--- src/include/tmw_pkg.sv ---
// shared constants for the 8-bit timer waveform block
package tmw_pkg;

   // register byte offsets on the avalon slave
   localparam logic [3:0] OFS_CTRL = 4'h0;
   localparam logic [3:0] OFS_COUNT = 4'h4;
   localparam logic [3:0] OFS_COMPARE = 4'h8;
   localparam logic [3:0] OFS_STATUS = 4'hC;
   localparam int ADDR_W = 4;
   localparam int DATA_W = 32;

   // ctrl field positions, all inside byte lane 0 except the port level bit in lane 1
   localparam int CTRL_MODE_LO = 0;
   localparam int CTRL_COM_LO = 2;
   localparam int CTRL_CSEL_LO = 4;
   localparam int CTRL_DIR_BIT = 7;
   localparam int CTRL_PORT_BIT = 8;

   // status field positions
   localparam int STAT_OVF_BIT = 0;
   localparam int STAT_CMP_BIT = 1;
   localparam int STAT_OC_BIT = 2;

   // waveform modes, coded as the mode select field
   typedef enum logic [1:0] {
      MODE_NORMAL,
      MODE_PHASE,
      MODE_CLEAR_ON_MATCH,
      MODE_FAST
   } tmw_mode_type;

   // compare output mode values
   localparam logic [1:0] COM_OFF = 2'h0;
   localparam logic [1:0] COM_TOGGLE = 2'h1;
   localparam logic [1:0] COM_NONINV = 2'h2;
   localparam logic [1:0] COM_INV = 2'h3;

   // prescale divisors as terminal masks (divisor minus one)
   localparam logic [9:0] DIV8_MASK = 10'h007;
   localparam logic [9:0] DIV32_MASK = 10'h01F;
   localparam logic [9:0] DIV64_MASK = 10'h03F;
   localparam logic [9:0] DIV128_MASK = 10'h07F;
   localparam logic [9:0] DIV256_MASK = 10'h0FF;
   localparam logic [9:0] DIV1024_MASK = 10'h3FF;
   localparam int PRE_W = 10;

   // clock select codes
   localparam logic [2:0] CSEL_STOP = 3'h0;
   localparam logic [2:0] CSEL_DIV1 = 3'h1;
   localparam logic [2:0] CSEL_DIV8 = 3'h2;
   localparam logic [2:0] CSEL_DIV32 = 3'h3;
   localparam logic [2:0] CSEL_DIV64 = 3'h4;
   localparam logic [2:0] CSEL_DIV128 = 3'h5;
   localparam logic [2:0] CSEL_DIV256 = 3'h6;

endpackage

--- src/tmw_prescaler.sv ---
`timescale 1ns/1ps
`default_nettype none
// timer clock enable: one pulse every n core clocks
module tmw_prescaler
(
   input wire logic clk_i,
   input wire logic nrst_i,
   input wire logic ce_i,
   input wire logic [2:0] csel_i,
   output logic tick_o
);

   // free-running divider count
   logic [tmw_pkg::PRE_W-1:0] pre_cnt;
   // terminal mask for the selected divisor
   logic [tmw_pkg::PRE_W-1:0] mask;
   // divider reached its terminal value
   wire at_term;
   wire next_tick;

   // divisor decode, stop gives no tick at all
   always_comb
   begin
      case (csel_i)
         tmw_pkg::CSEL_DIV8: mask = tmw_pkg::DIV8_MASK;
         tmw_pkg::CSEL_DIV32: mask = tmw_pkg::DIV32_MASK;
         tmw_pkg::CSEL_DIV64: mask = tmw_pkg::DIV64_MASK;
         tmw_pkg::CSEL_DIV128: mask = tmw_pkg::DIV128_MASK;
         tmw_pkg::CSEL_DIV256: mask = tmw_pkg::DIV256_MASK;
         default: mask = tmw_pkg::DIV1024_MASK;
      endcase
   end

   assign at_term = (pre_cnt & mask) == mask;
   assign next_tick = (csel_i == tmw_pkg::CSEL_DIV1) ||
                      ((csel_i != tmw_pkg::CSEL_STOP) && at_term);

   // divider and registered tick; shared counter keeps all taps in phase
   always_ff @(posedge clk_i or negedge nrst_i)
   begin
      if (!nrst_i)
      begin
         pre_cnt <= '0;
         tick_o <= 1'b0;
      end
      else if (ce_i)
      begin
         pre_cnt <= pre_cnt + 1'b1;
         tick_o <= next_tick;
      end
   end

endmodule
`default_nettype wire

--- src/tmw_timer.sv ---
// What this block does
// - mode 2 clears counter after compare match
// - mode 2 compare unbuffered; missed match wraps
// - mode 2 toggle setting inverts output on match
// - mode 2 sets compare flag at top
// - mode 2 overflow flag on max-to-zero
// - mode 3 counts to max, then clears
// - fast pwm: clear/set on match, opposite at bottom
// - fast pwm overflow flag at maximum
// - prescaler divides by 1..1024, selectable
// - fast pwm extremes: spike or constant level
// - fast pwm toggle setting, compare still buffered
// - mode 1 counts up, holds max, down
// - phase pwm: clear up-match, set down-match
// - phase pwm overflow flag at bottom
// - phase pwm extremes give constant levels
// - phase pwm symmetry transitions without match
// - pin driven only when direction is output
// - phase pwm always uses full range
// - mode 0 counts up and wraps
// - pwm compare buffered, others written directly
// - output mode 0 never touches output
//
// Implementation choices: the Avalon-MM slave port and the register offsets.
`timescale 1ns/1ps
`default_nettype none
module tmw_timer
#(
   parameter int CNT_W = 8
)
(
   input wire logic CORE_CLK_I,
   input wire logic NRST_I,
   input wire logic CE_I,
   // avalon-mm slave
   input wire logic [tmw_pkg::ADDR_W-1:0] AVS_ADDRESS_I,
   input wire logic AVS_READ_I,
   input wire logic AVS_WRITE_I,
   input wire logic [tmw_pkg::DATA_W-1:0] AVS_WRITEDATA_I,
   input wire logic [3:0] AVS_BYTEENABLE_I,
   output logic [tmw_pkg::DATA_W-1:0] AVS_READDATA_O,
   output logic AVS_WAITREQUEST_O,
   // waveform pin as two signals
   output logic WAVE_PIN_O,
   output logic WAVE_PIN_OE_O
);

   // widths the counter and bus cannot carry, refused at elaboration
   if (CNT_W < 2 || CNT_W > tmw_pkg::CTRL_PORT_BIT)
   begin : g_bad_width
      $error("tmw_timer: CNT_W out of range");
   end

   localparam logic [CNT_W-1:0] CNT_MAX = '1;
   localparam logic [CNT_W-1:0] CNT_BOTTOM = '0;
   localparam int PAD_W = tmw_pkg::DATA_W - CNT_W;

   // software-visible control state
   tmw_pkg::tmw_mode_type mode; // waveform mode select
   logic [1:0] com; // compare output mode
   logic [2:0] csel; // clock select
   logic pin_dir; // pin direction, 1 = output
   logic port_level; // plain port level when com is off

   // counting state
   logic [CNT_W-1:0] counter_value;
   logic count_down; // phase pwm direction
   logic [CNT_W-1:0] compare_value; // active compare
   logic [CNT_W-1:0] compare_buf; // pwm double buffer
   logic match_block; // one timer cycle after a count write
   logic overflow_flag;
   logic compare_match_flag;
   logic waveform_output; // internal output compare level

   // bus handshake
   wire req = AVS_READ_I || AVS_WRITE_I;
   wire accept = req && !AVS_WAITREQUEST_O;
   wire wr_lane0 = AVS_WRITE_I && accept && AVS_BYTEENABLE_I[0];
   wire wr_lane1 = AVS_WRITE_I && accept && AVS_BYTEENABLE_I[1];

   // address decode
   wire sel_ctrl = AVS_ADDRESS_I == tmw_pkg::OFS_CTRL;
   wire sel_count = AVS_ADDRESS_I == tmw_pkg::OFS_COUNT;
   wire sel_compare = AVS_ADDRESS_I == tmw_pkg::OFS_COMPARE;
   wire sel_status = AVS_ADDRESS_I == tmw_pkg::OFS_STATUS;
   wire wr_ctrl = wr_lane0 && sel_ctrl;
   wire wr_count = wr_lane0 && sel_count;
   wire wr_compare = wr_lane0 && sel_compare;
   wire wr_status = wr_lane0 && sel_status;
   wire [CNT_W-1:0] wdata = AVS_WRITEDATA_I[CNT_W-1:0];

   // timer clock enable from the prescaler
   logic tick;

   tmw_prescaler u_pre
   (
      .clk_i(CORE_CLK_I),
      .nrst_i(NRST_I),
      .ce_i(CE_I),
      .csel_i(csel),
      .tick_o(tick)
   );

   // mode classification
   wire is_pwm = (mode == tmw_pkg::MODE_FAST) || (mode == tmw_pkg::MODE_PHASE);
   wire is_fast = mode == tmw_pkg::MODE_FAST;
   wire is_phase = mode == tmw_pkg::MODE_PHASE;
   wire is_ctc = mode == tmw_pkg::MODE_CLEAR_ON_MATCH;

   // counter position decode
   wire at_max = counter_value == CNT_MAX;
   wire at_bottom = counter_value == CNT_BOTTOM;
   // a count write suppresses a match at the written value until the next tick
   wire match = (counter_value == compare_value) && !match_block;
   wire step = tick && !wr_count;

   // phase pwm turning points; the full range is always used
   wire phase_top = is_phase && at_max && !count_down;
   wire phase_bot = is_phase && at_bottom && count_down;
   // fast pwm wrap from max back to bottom
   wire fast_wrap = is_fast && at_max;

   // next counter value per mode
   logic [CNT_W-1:0] next_count;
   logic next_down;

   always_comb
   begin
      next_count = counter_value + 1'b1;
      next_down = count_down;
      case (mode)
         tmw_pkg::MODE_CLEAR_ON_MATCH:
         begin
            // match clears; a lower compare write wraps via max
            if (match)
               next_count = CNT_BOTTOM;
         end
         tmw_pkg::MODE_FAST:
         begin
            if (at_max)
               next_count = CNT_BOTTOM;
         end
         tmw_pkg::MODE_PHASE:
         begin
            // max is held one timer cycle by turning on it
            if (phase_top)
            begin
               next_down = 1'b1;
               next_count = counter_value - 1'b1;
            end
            else if (phase_bot)
            begin
               next_down = 1'b0;
               next_count = counter_value + 1'b1;
            end
            else if (count_down)
               next_count = counter_value - 1'b1;
         end
         default:
         begin
            next_down = 1'b0;
         end
      endcase
      if (!is_phase)
         next_down = 1'b0;
   end

   // overflow event per mode
   wire ovf_evt = step && (is_phase ? phase_bot : at_max);
   // compare flag event; in ctc this is reaching top
   wire cmp_evt = step && match;

   // compare value the buffer will hand over this step
   wire load_buf = step && (fast_wrap || phase_top);
   wire [CNT_W-1:0] cmp_eff = load_buf ? compare_buf : compare_value;

   // level the pwm output takes on a clear or set action
   wire inv = com == tmw_pkg::COM_INV;
   wire lvl_clr = inv;
   wire lvl_set = !inv;
   wire pwm_com = (com == tmw_pkg::COM_NONINV) || inv;

   // next waveform level
   logic next_wave;

   always_comb
   begin
      next_wave = waveform_output;
      if (com == tmw_pkg::COM_OFF)
         next_wave = waveform_output;
      else if (is_fast)
      begin
         if (com == tmw_pkg::COM_TOGGLE)
         begin
            if (match)
               next_wave = !waveform_output;
         end
         else if (at_max)
            next_wave = lvl_set;
         else if (match)
            next_wave = lvl_clr;
      end
      else if (is_phase)
      begin
         if (pwm_com)
         begin
            // turning points force the symmetric level
            if (phase_top)
               next_wave = (cmp_eff == CNT_MAX) ? lvl_set : lvl_clr;
            else if (phase_bot)
               next_wave = (compare_value == CNT_BOTTOM) ? lvl_clr : lvl_set;
            else if (match && !count_down)
               next_wave = lvl_clr;
            else if (match)
               next_wave = lvl_set;
         end
      end
      else if (match)
      begin
         // normal and ctc: toggle, clear or set
         case (com)
            tmw_pkg::COM_TOGGLE: next_wave = !waveform_output;
            tmw_pkg::COM_NONINV: next_wave = 1'b0;
            default: next_wave = 1'b1;
         endcase
      end
   end

   // control register writes
   always_ff @(posedge CORE_CLK_I or negedge NRST_I)
   begin
      if (!NRST_I)
      begin
         mode <= tmw_pkg::MODE_NORMAL;
         com <= tmw_pkg::COM_OFF;
         csel <= tmw_pkg::CSEL_STOP;
         pin_dir <= 1'b0;
         port_level <= 1'b0;
      end
      else if (CE_I)
      begin
         if (wr_ctrl)
         begin
            mode <= tmw_pkg::tmw_mode_type'(AVS_WRITEDATA_I[tmw_pkg::CTRL_MODE_LO +: 2]);
            com <= AVS_WRITEDATA_I[tmw_pkg::CTRL_COM_LO +: 2];
            csel <= AVS_WRITEDATA_I[tmw_pkg::CTRL_CSEL_LO +: 3];
            pin_dir <= AVS_WRITEDATA_I[tmw_pkg::CTRL_DIR_BIT];
         end
         if (wr_lane1 && sel_ctrl)
            port_level <= AVS_WRITEDATA_I[tmw_pkg::CTRL_PORT_BIT];
      end
   end

   // counter, direction and match blocking
   always_ff @(posedge CORE_CLK_I or negedge NRST_I)
   begin
      if (!NRST_I)
      begin
         counter_value <= '0;
         count_down <= 1'b0;
         match_block <= 1'b0;
      end
      else if (CE_I)
      begin
         if (wr_count)
         begin
            // software write wins over a tick in the same cycle
            counter_value <= wdata;
            match_block <= 1'b1;
         end
         else if (tick)
         begin
            counter_value <= next_count;
            count_down <= next_down;
            match_block <= 1'b0;
         end
      end
   end

   // compare value: buffered in pwm modes, direct otherwise
   always_ff @(posedge CORE_CLK_I or negedge NRST_I)
   begin
      if (!NRST_I)
      begin
         compare_value <= '0;
         compare_buf <= '0;
      end
      else if (CE_I)
      begin
         if (wr_compare)
            compare_buf <= wdata;
         if (wr_compare && !is_pwm)
            compare_value <= wdata;
         else if (load_buf)
            compare_value <= compare_buf;
      end
   end

   // sticky flags, write one to clear; a same-cycle event wins
   always_ff @(posedge CORE_CLK_I or negedge NRST_I)
   begin
      if (!NRST_I)
      begin
         overflow_flag <= 1'b0;
         compare_match_flag <= 1'b0;
      end
      else if (CE_I)
      begin
         if (ovf_evt)
            overflow_flag <= 1'b1;
         else if (wr_status && AVS_WRITEDATA_I[tmw_pkg::STAT_OVF_BIT])
            overflow_flag <= 1'b0;
         if (cmp_evt)
            compare_match_flag <= 1'b1;
         else if (wr_status && AVS_WRITEDATA_I[tmw_pkg::STAT_CMP_BIT])
            compare_match_flag <= 1'b0;
      end
   end

   // internal waveform level keeps its value across mode changes
   always_ff @(posedge CORE_CLK_I or negedge NRST_I)
   begin
      if (!NRST_I)
         waveform_output <= 1'b0;
      else if (CE_I && step)
         waveform_output <= next_wave;
   end

   // pin drive: waveform overrides port level when com is not off
   wire next_wave_pin = waveform_output;
   wire next_pin = (com != tmw_pkg::COM_OFF) ? next_wave_pin : port_level;

   always_ff @(posedge CORE_CLK_I or negedge NRST_I)
   begin
      if (!NRST_I)
      begin
         WAVE_PIN_O <= 1'b0;
         WAVE_PIN_OE_O <= 1'b0;
      end
      else if (CE_I)
      begin
         WAVE_PIN_O <= next_pin;
         WAVE_PIN_OE_O <= pin_dir;
      end
   end

   // read mux; unmapped addresses read as zero
   wire [CNT_W-1:0] cmp_view = is_pwm ? compare_buf : compare_value;
   wire [tmw_pkg::DATA_W-1:0] rd_ctrl = {{(tmw_pkg::DATA_W - tmw_pkg::CTRL_PORT_BIT - 1){1'b0}},
                                          port_level, pin_dir, csel, com, mode};
   wire [tmw_pkg::DATA_W-1:0] rd_status = {{(tmw_pkg::DATA_W - tmw_pkg::STAT_OC_BIT - 1){1'b0}},
                                            waveform_output, compare_match_flag, overflow_flag};
   wire [tmw_pkg::DATA_W-1:0] rd_mux =
      sel_ctrl ? rd_ctrl :
      sel_count ? {{PAD_W{1'b0}}, counter_value} :
      sel_compare ? {{PAD_W{1'b0}}, cmp_view} :
      sel_status ? rd_status : '0;

   // one wait cycle per access; data captured as waitrequest drops
   always_ff @(posedge CORE_CLK_I or negedge NRST_I)
   begin
      if (!NRST_I)
      begin
         AVS_WAITREQUEST_O <= 1'b1;
         AVS_READDATA_O <= '0;
      end
      else if (CE_I)
      begin
         if (req && AVS_WAITREQUEST_O)
         begin
            AVS_WAITREQUEST_O <= 1'b0;
            // writes leave the last read answer standing
            if (AVS_READ_I)
               AVS_READDATA_O <= rd_mux;
         end
         else
            AVS_WAITREQUEST_O <= 1'b1;
      end
   end

endmodule
`default_nettype wire

--- config.mk ---
export PLATFORM = sky130hd
export DESIGN_NAME = tmw_timer
export DESIGN_NICKNAME = d
export VERILOG_FILES = /design/src/include/tmw_pkg.sv /design/src/tmw_prescaler.sv /design/src/tmw_timer.sv
export SDC_FILE = /design/constraint.sdc
export NUM_CORES = 1
export LEC_CHECK = 0
export BUFFER_PORTS_ARGS = -buffer_cell sky130_fd_sc_hd__buf_4
export CAP_MARGIN = 25
export CORE_UTILIZATION = 45
export CTS_CLUSTER_DIAMETER = 200
export CTS_CLUSTER_SIZE = 25
export DETAILED_ROUTE_END_ITERATION = 6
export GPL_TIMING_DRIVEN = 0
export PLACE_DENSITY = 0.7
export SETUP_SLACK_MARGIN = 0.05
export SLEW_MARGIN = 10
export SYNTH_ARGS = -nofsm -noshare
export SYNTH_HDL_FRONTEND = slang
export SYNTH_SLANG_ARGS = --single-unit
--- constraint.sdc ---
create_clock -name CORE_CLK_I -period 7.2 [get_ports CORE_CLK_I]
set_input_delay 1.8 -clock CORE_CLK_I [delete_from_list [all_inputs] [get_ports CORE_CLK_I]]
set_output_delay 1.8 -clock CORE_CLK_I [all_outputs]
set_load 0.02 [all_outputs]
==> key figures <==
Outcome
  – Status: completed

Final layout
  – Fraction of layout cells with a size suffix above 1: 22.9%
  – Reg area: 0.00153 sq mm
  – Area delta synth->final: 16.1%
  – Area taken by multi-input logic gates: 0.00208 sq mm
  – Ant. Diodes: 0
  – Nets: 520
  – Fin util: 54.0%
  – Number of filler cells placed in the layout: 771

Drt
  – Wire length per cell: 17.0 microns
  – Starting DRT DRC Count: 234
  – Drt first pass iters: 5
  – Residual DRC: 0
  – Routed vias/inst: 5.70
  – Via count: 3314
  – Routed wire length: 9.87 mm
  – Routed Antenna Nets: 0

GRT
  – Largest net degree at the start of global routing: 62
  – Tot GR Track Use: 23.5%
  – Wire length of the first global-routing pass: 15.9 mm
  – Vias in the first global route: 3079
  – Grt ovf: 0
  – Initial antenna violation count: 0

Clocking
  – Post-CTS Resized: 0
  – Hold buffer count at cts: 0
  – TritonCTS Buffers: 9
  – H-tree depth: 3
  – CTS tree: built
  – CTS Sinks: 61
  – Longest Clk Path Bufs: 2
  – Worst-path clk slew: 0.08 ns
  – Setup Buffers After CTS: 0
  – CTS Root Cell: clkbuf_8
  – Clock latency at the later pin of the worst-skew pair: 0.36 ns

Timing
  – RSZ-0062 raised after global routing: no
  – Fin crit share: 54.0%
  – Final setup fails: 0
  – Max Transition Viols Final: 0
  – Setup TNS: 0 ns
  – Clock Skews: 0.0129 ns
  – Crit path time final: 3.89 ns
  – Slew HR: 37.9%
  – Maximum clock frequency: 257 MHz
  – Final Hold Fails: 0
  – Slew of the pin with the lowest slew margin: 0.929 ns

Power and ir drop
  – Static leakage: 0.00191 uW
  – Pwr dens: 247 mW/mm^2
  – VDD IR-drop max: 0.122 mV

Floorplanning
  – Row count: 33
  – Initial Util: 46.5%
  – Core Area: 0.00822 sq mm
  – Die area: 0.00887 sq mm
  – I/O pin cnt: 80
  – Die H: 94.2 microns
  – Die width: 94.2 microns

Placement
  – IO Port Bufs: 30
  – Detailed placer's ending HPWL: 7.13 mm
  – Routability Congestion: 0.885

Critical path
  – Data required, critical path: 7.42 ns
  – Crit path launch type: input port
  – Crit Path Category: input port to flip-flop
  – Setup crit end kind: flip-flop
  – CP Max Fanout: 9
  – Arrival time worst endpoint: 4.10 ns

Synth
  – Syn_area_per_cell: 9.37 sq um
  – Sequential share of the synthesized area: 40.0%
  – Synthesized instance count: 408
  – Post-synth cell types: 60
  – Number of enable flip-flop cells after synthesis: 0
  – Yosys Warn Count: 0
  – Async set or reset register ratio after synthesis: 100%
  – FF+latch count, synth: 61
  – Main synth FF type: dfrtp_1
  – Mapped cell area: 0.00382 sq mm

Hold path
  – Hold Path Class: flip-flop to flip-flop

Flow run
  – Max-capacitance violation count: 0
==> power breakdown <==
| group | total, uW | switching [uW] | internal [uW] |
|---|---|---|---|
| sequential | 472 | 66.2 | 406 |
| combinational | 345 | 199 | 146 |
| clock | 279 | 153 | 126 |
==> logic make-up (layout without fill, tap and decap cells) <==
| family | after synthesis | after routing | share of synthesized area [%] |
|---|---|---|---|
| other cells | 1 | 23 | 0.0981 |
| xor+xnor | 26 | 26 | 5.96 |
| buf+inv | 48 | 94 | 7.82 |
| mux | 30 | 30 | 8.51 |
| fa+ha+maj | 4 | 4 | 1.31 |
| compound gates | 87 | 87 | 15.4 |
| flops | 61 | 61 | 40.0 |
| simple gates | 151 | 151 | 20.9 |
==> critical path, cell delays in order <==
cell      delay, ns
clkbuf_1       0.17
nor4b_2        0.80
nand2_1        0.35
nand3_1        0.43
a21boi_1       0.30
nor2_1         0.18
a21oi_1        0.06
==> routing by layer <==
layer	global-route usage, %	share of wire [%]
met1	31.6	44
met4	10.3	2.8
met2	36.9	46
met3	3.96	7.0
met5	0	0
==> synthesized netlist by cell type, types with 2 or more instances <==
library cell   n  area share [%]
dfrtp_1       60              39
nand2_1       38             3.7
nor2_1        34             3.3
buf_4         23             4.5
mux2_2        20             5.9
a21oi_1       17             2.2
o22ai_1       17             2.8
o21ai_0       15             2.0
xor2_1        15             3.4
nand4_1       13             2.1
clkbuf_1      12             1.2
nand3_1       12             1.6
xnor2_1       11             2.5
mux2i_1       10             2.6
nor3_1        10             1.3
a221oi_1       9             2.1
and3_1         8             1.3
nor2b_1        7             1.1
a211oi_1       6             1.2
inv_1          5            0.49
buf_6          4             1.2
ha_1           4             1.3
nand2b_1       3            0.49
nor4_1         3            0.49
o211ai_1       3            0.59
or3_1          3            0.49
or4_1          3            0.59
a22oi_1        2            0.39
a31o_2         2            0.46
a31oi_1        2            0.33
and2_1         2            0.33
buf_1          2            0.20
buf_2          2            0.26
nand3b_1       2            0.39
o211a_1        2            0.52
o21a_1         2            0.39
or2_2          2            0.33
==> flip-flops by register name (all words and copies together) (netlist names) <==
name	cells
WAVE_PIN_O	1
AVS_WAITREQUEST_O	1
csel	3
port_level	1
AVS_READDATA_O	9
u_pre.pre_cnt	10
next_wave_pin	1
compare_match_flag	1
pin_dir	1
compare_buf	8
WAVE_PIN_OE_O	1
compare_value	8
counter_value	8
count_down	1
mode	2
overflow_flag	1
com	2
match_block	1
u_pre.tick_o	1
==> cells in the final DEF (no fill, tap or decap), drive strengths merged, types with 13 or more instances in the layout <==
| cell type | instances |
|---|---|
| a21oi | 17 |
| nand3 | 13 |
| mux2 | 20 |
| nand4 | 13 |
| clkbuf | 21 |
| nand2 | 38 |
| buf | 61 |
| nor2 | 35 |
| o22ai | 17 |
| conb | 23 |
| o21ai | 16 |
| dfrtp | 60 |
| xor2 | 15 |
==> area by class of cell <==
cell class	count	share of cell area, %
multi-input combinational	321	46.9
sequential	61	34.4
buffer	43	6.32
timing repair buffer	30	5.07
tap	105	2.96
clock buffer	9	2.79
clock inverter	7	1.16
inverter	5	0.423
==> path summary, 6_finish.rpt <==
kind	end	slack, ns	startpoint	cells after the start
worst max register to register	compare_value[7]	4.14	counter_value[2]	7
worst max-delay path	compare_value[7]	3.31	AVS_ADDRESS_I[3]	7
max in group asynchronous	next_wave_pin	5.15	NRST_I	1
worst min register to register	u_pre.pre_cnt[5]	0.48	u_pre.pre_cnt[5]	1
min in group asynchronous	counter_value[2]	1.51	NRST_I	1
worst min-delay path	u_pre.pre_cnt[5]	0.48	u_pre.pre_cnt[5]	1
==> through the flow <==
| step | total power [uW] | area (sq um) | cells | hold slack (ns) | setup WS (ns) |
|---|---|---|---|---|---|
| final | 1100 | 4440 | 581 | 0.476 | 3.31 |
| after global routing | 1160 | 4440 | 581 | 0.494 | 3.11 |
| after CTS | 1100 | 4440 | 581 | 0.480 | 3.37 |
| after detailed placement | 818 | 4260 | 565 | 0.466 | 3.02 |
| after global placement | 808 | 4260 | 565 | 0.446 | 3.07 |
| after floorplan | 721 | 3910 | 430 | 0.434 | 3.71 |
(Power assumes the default switching activity.)
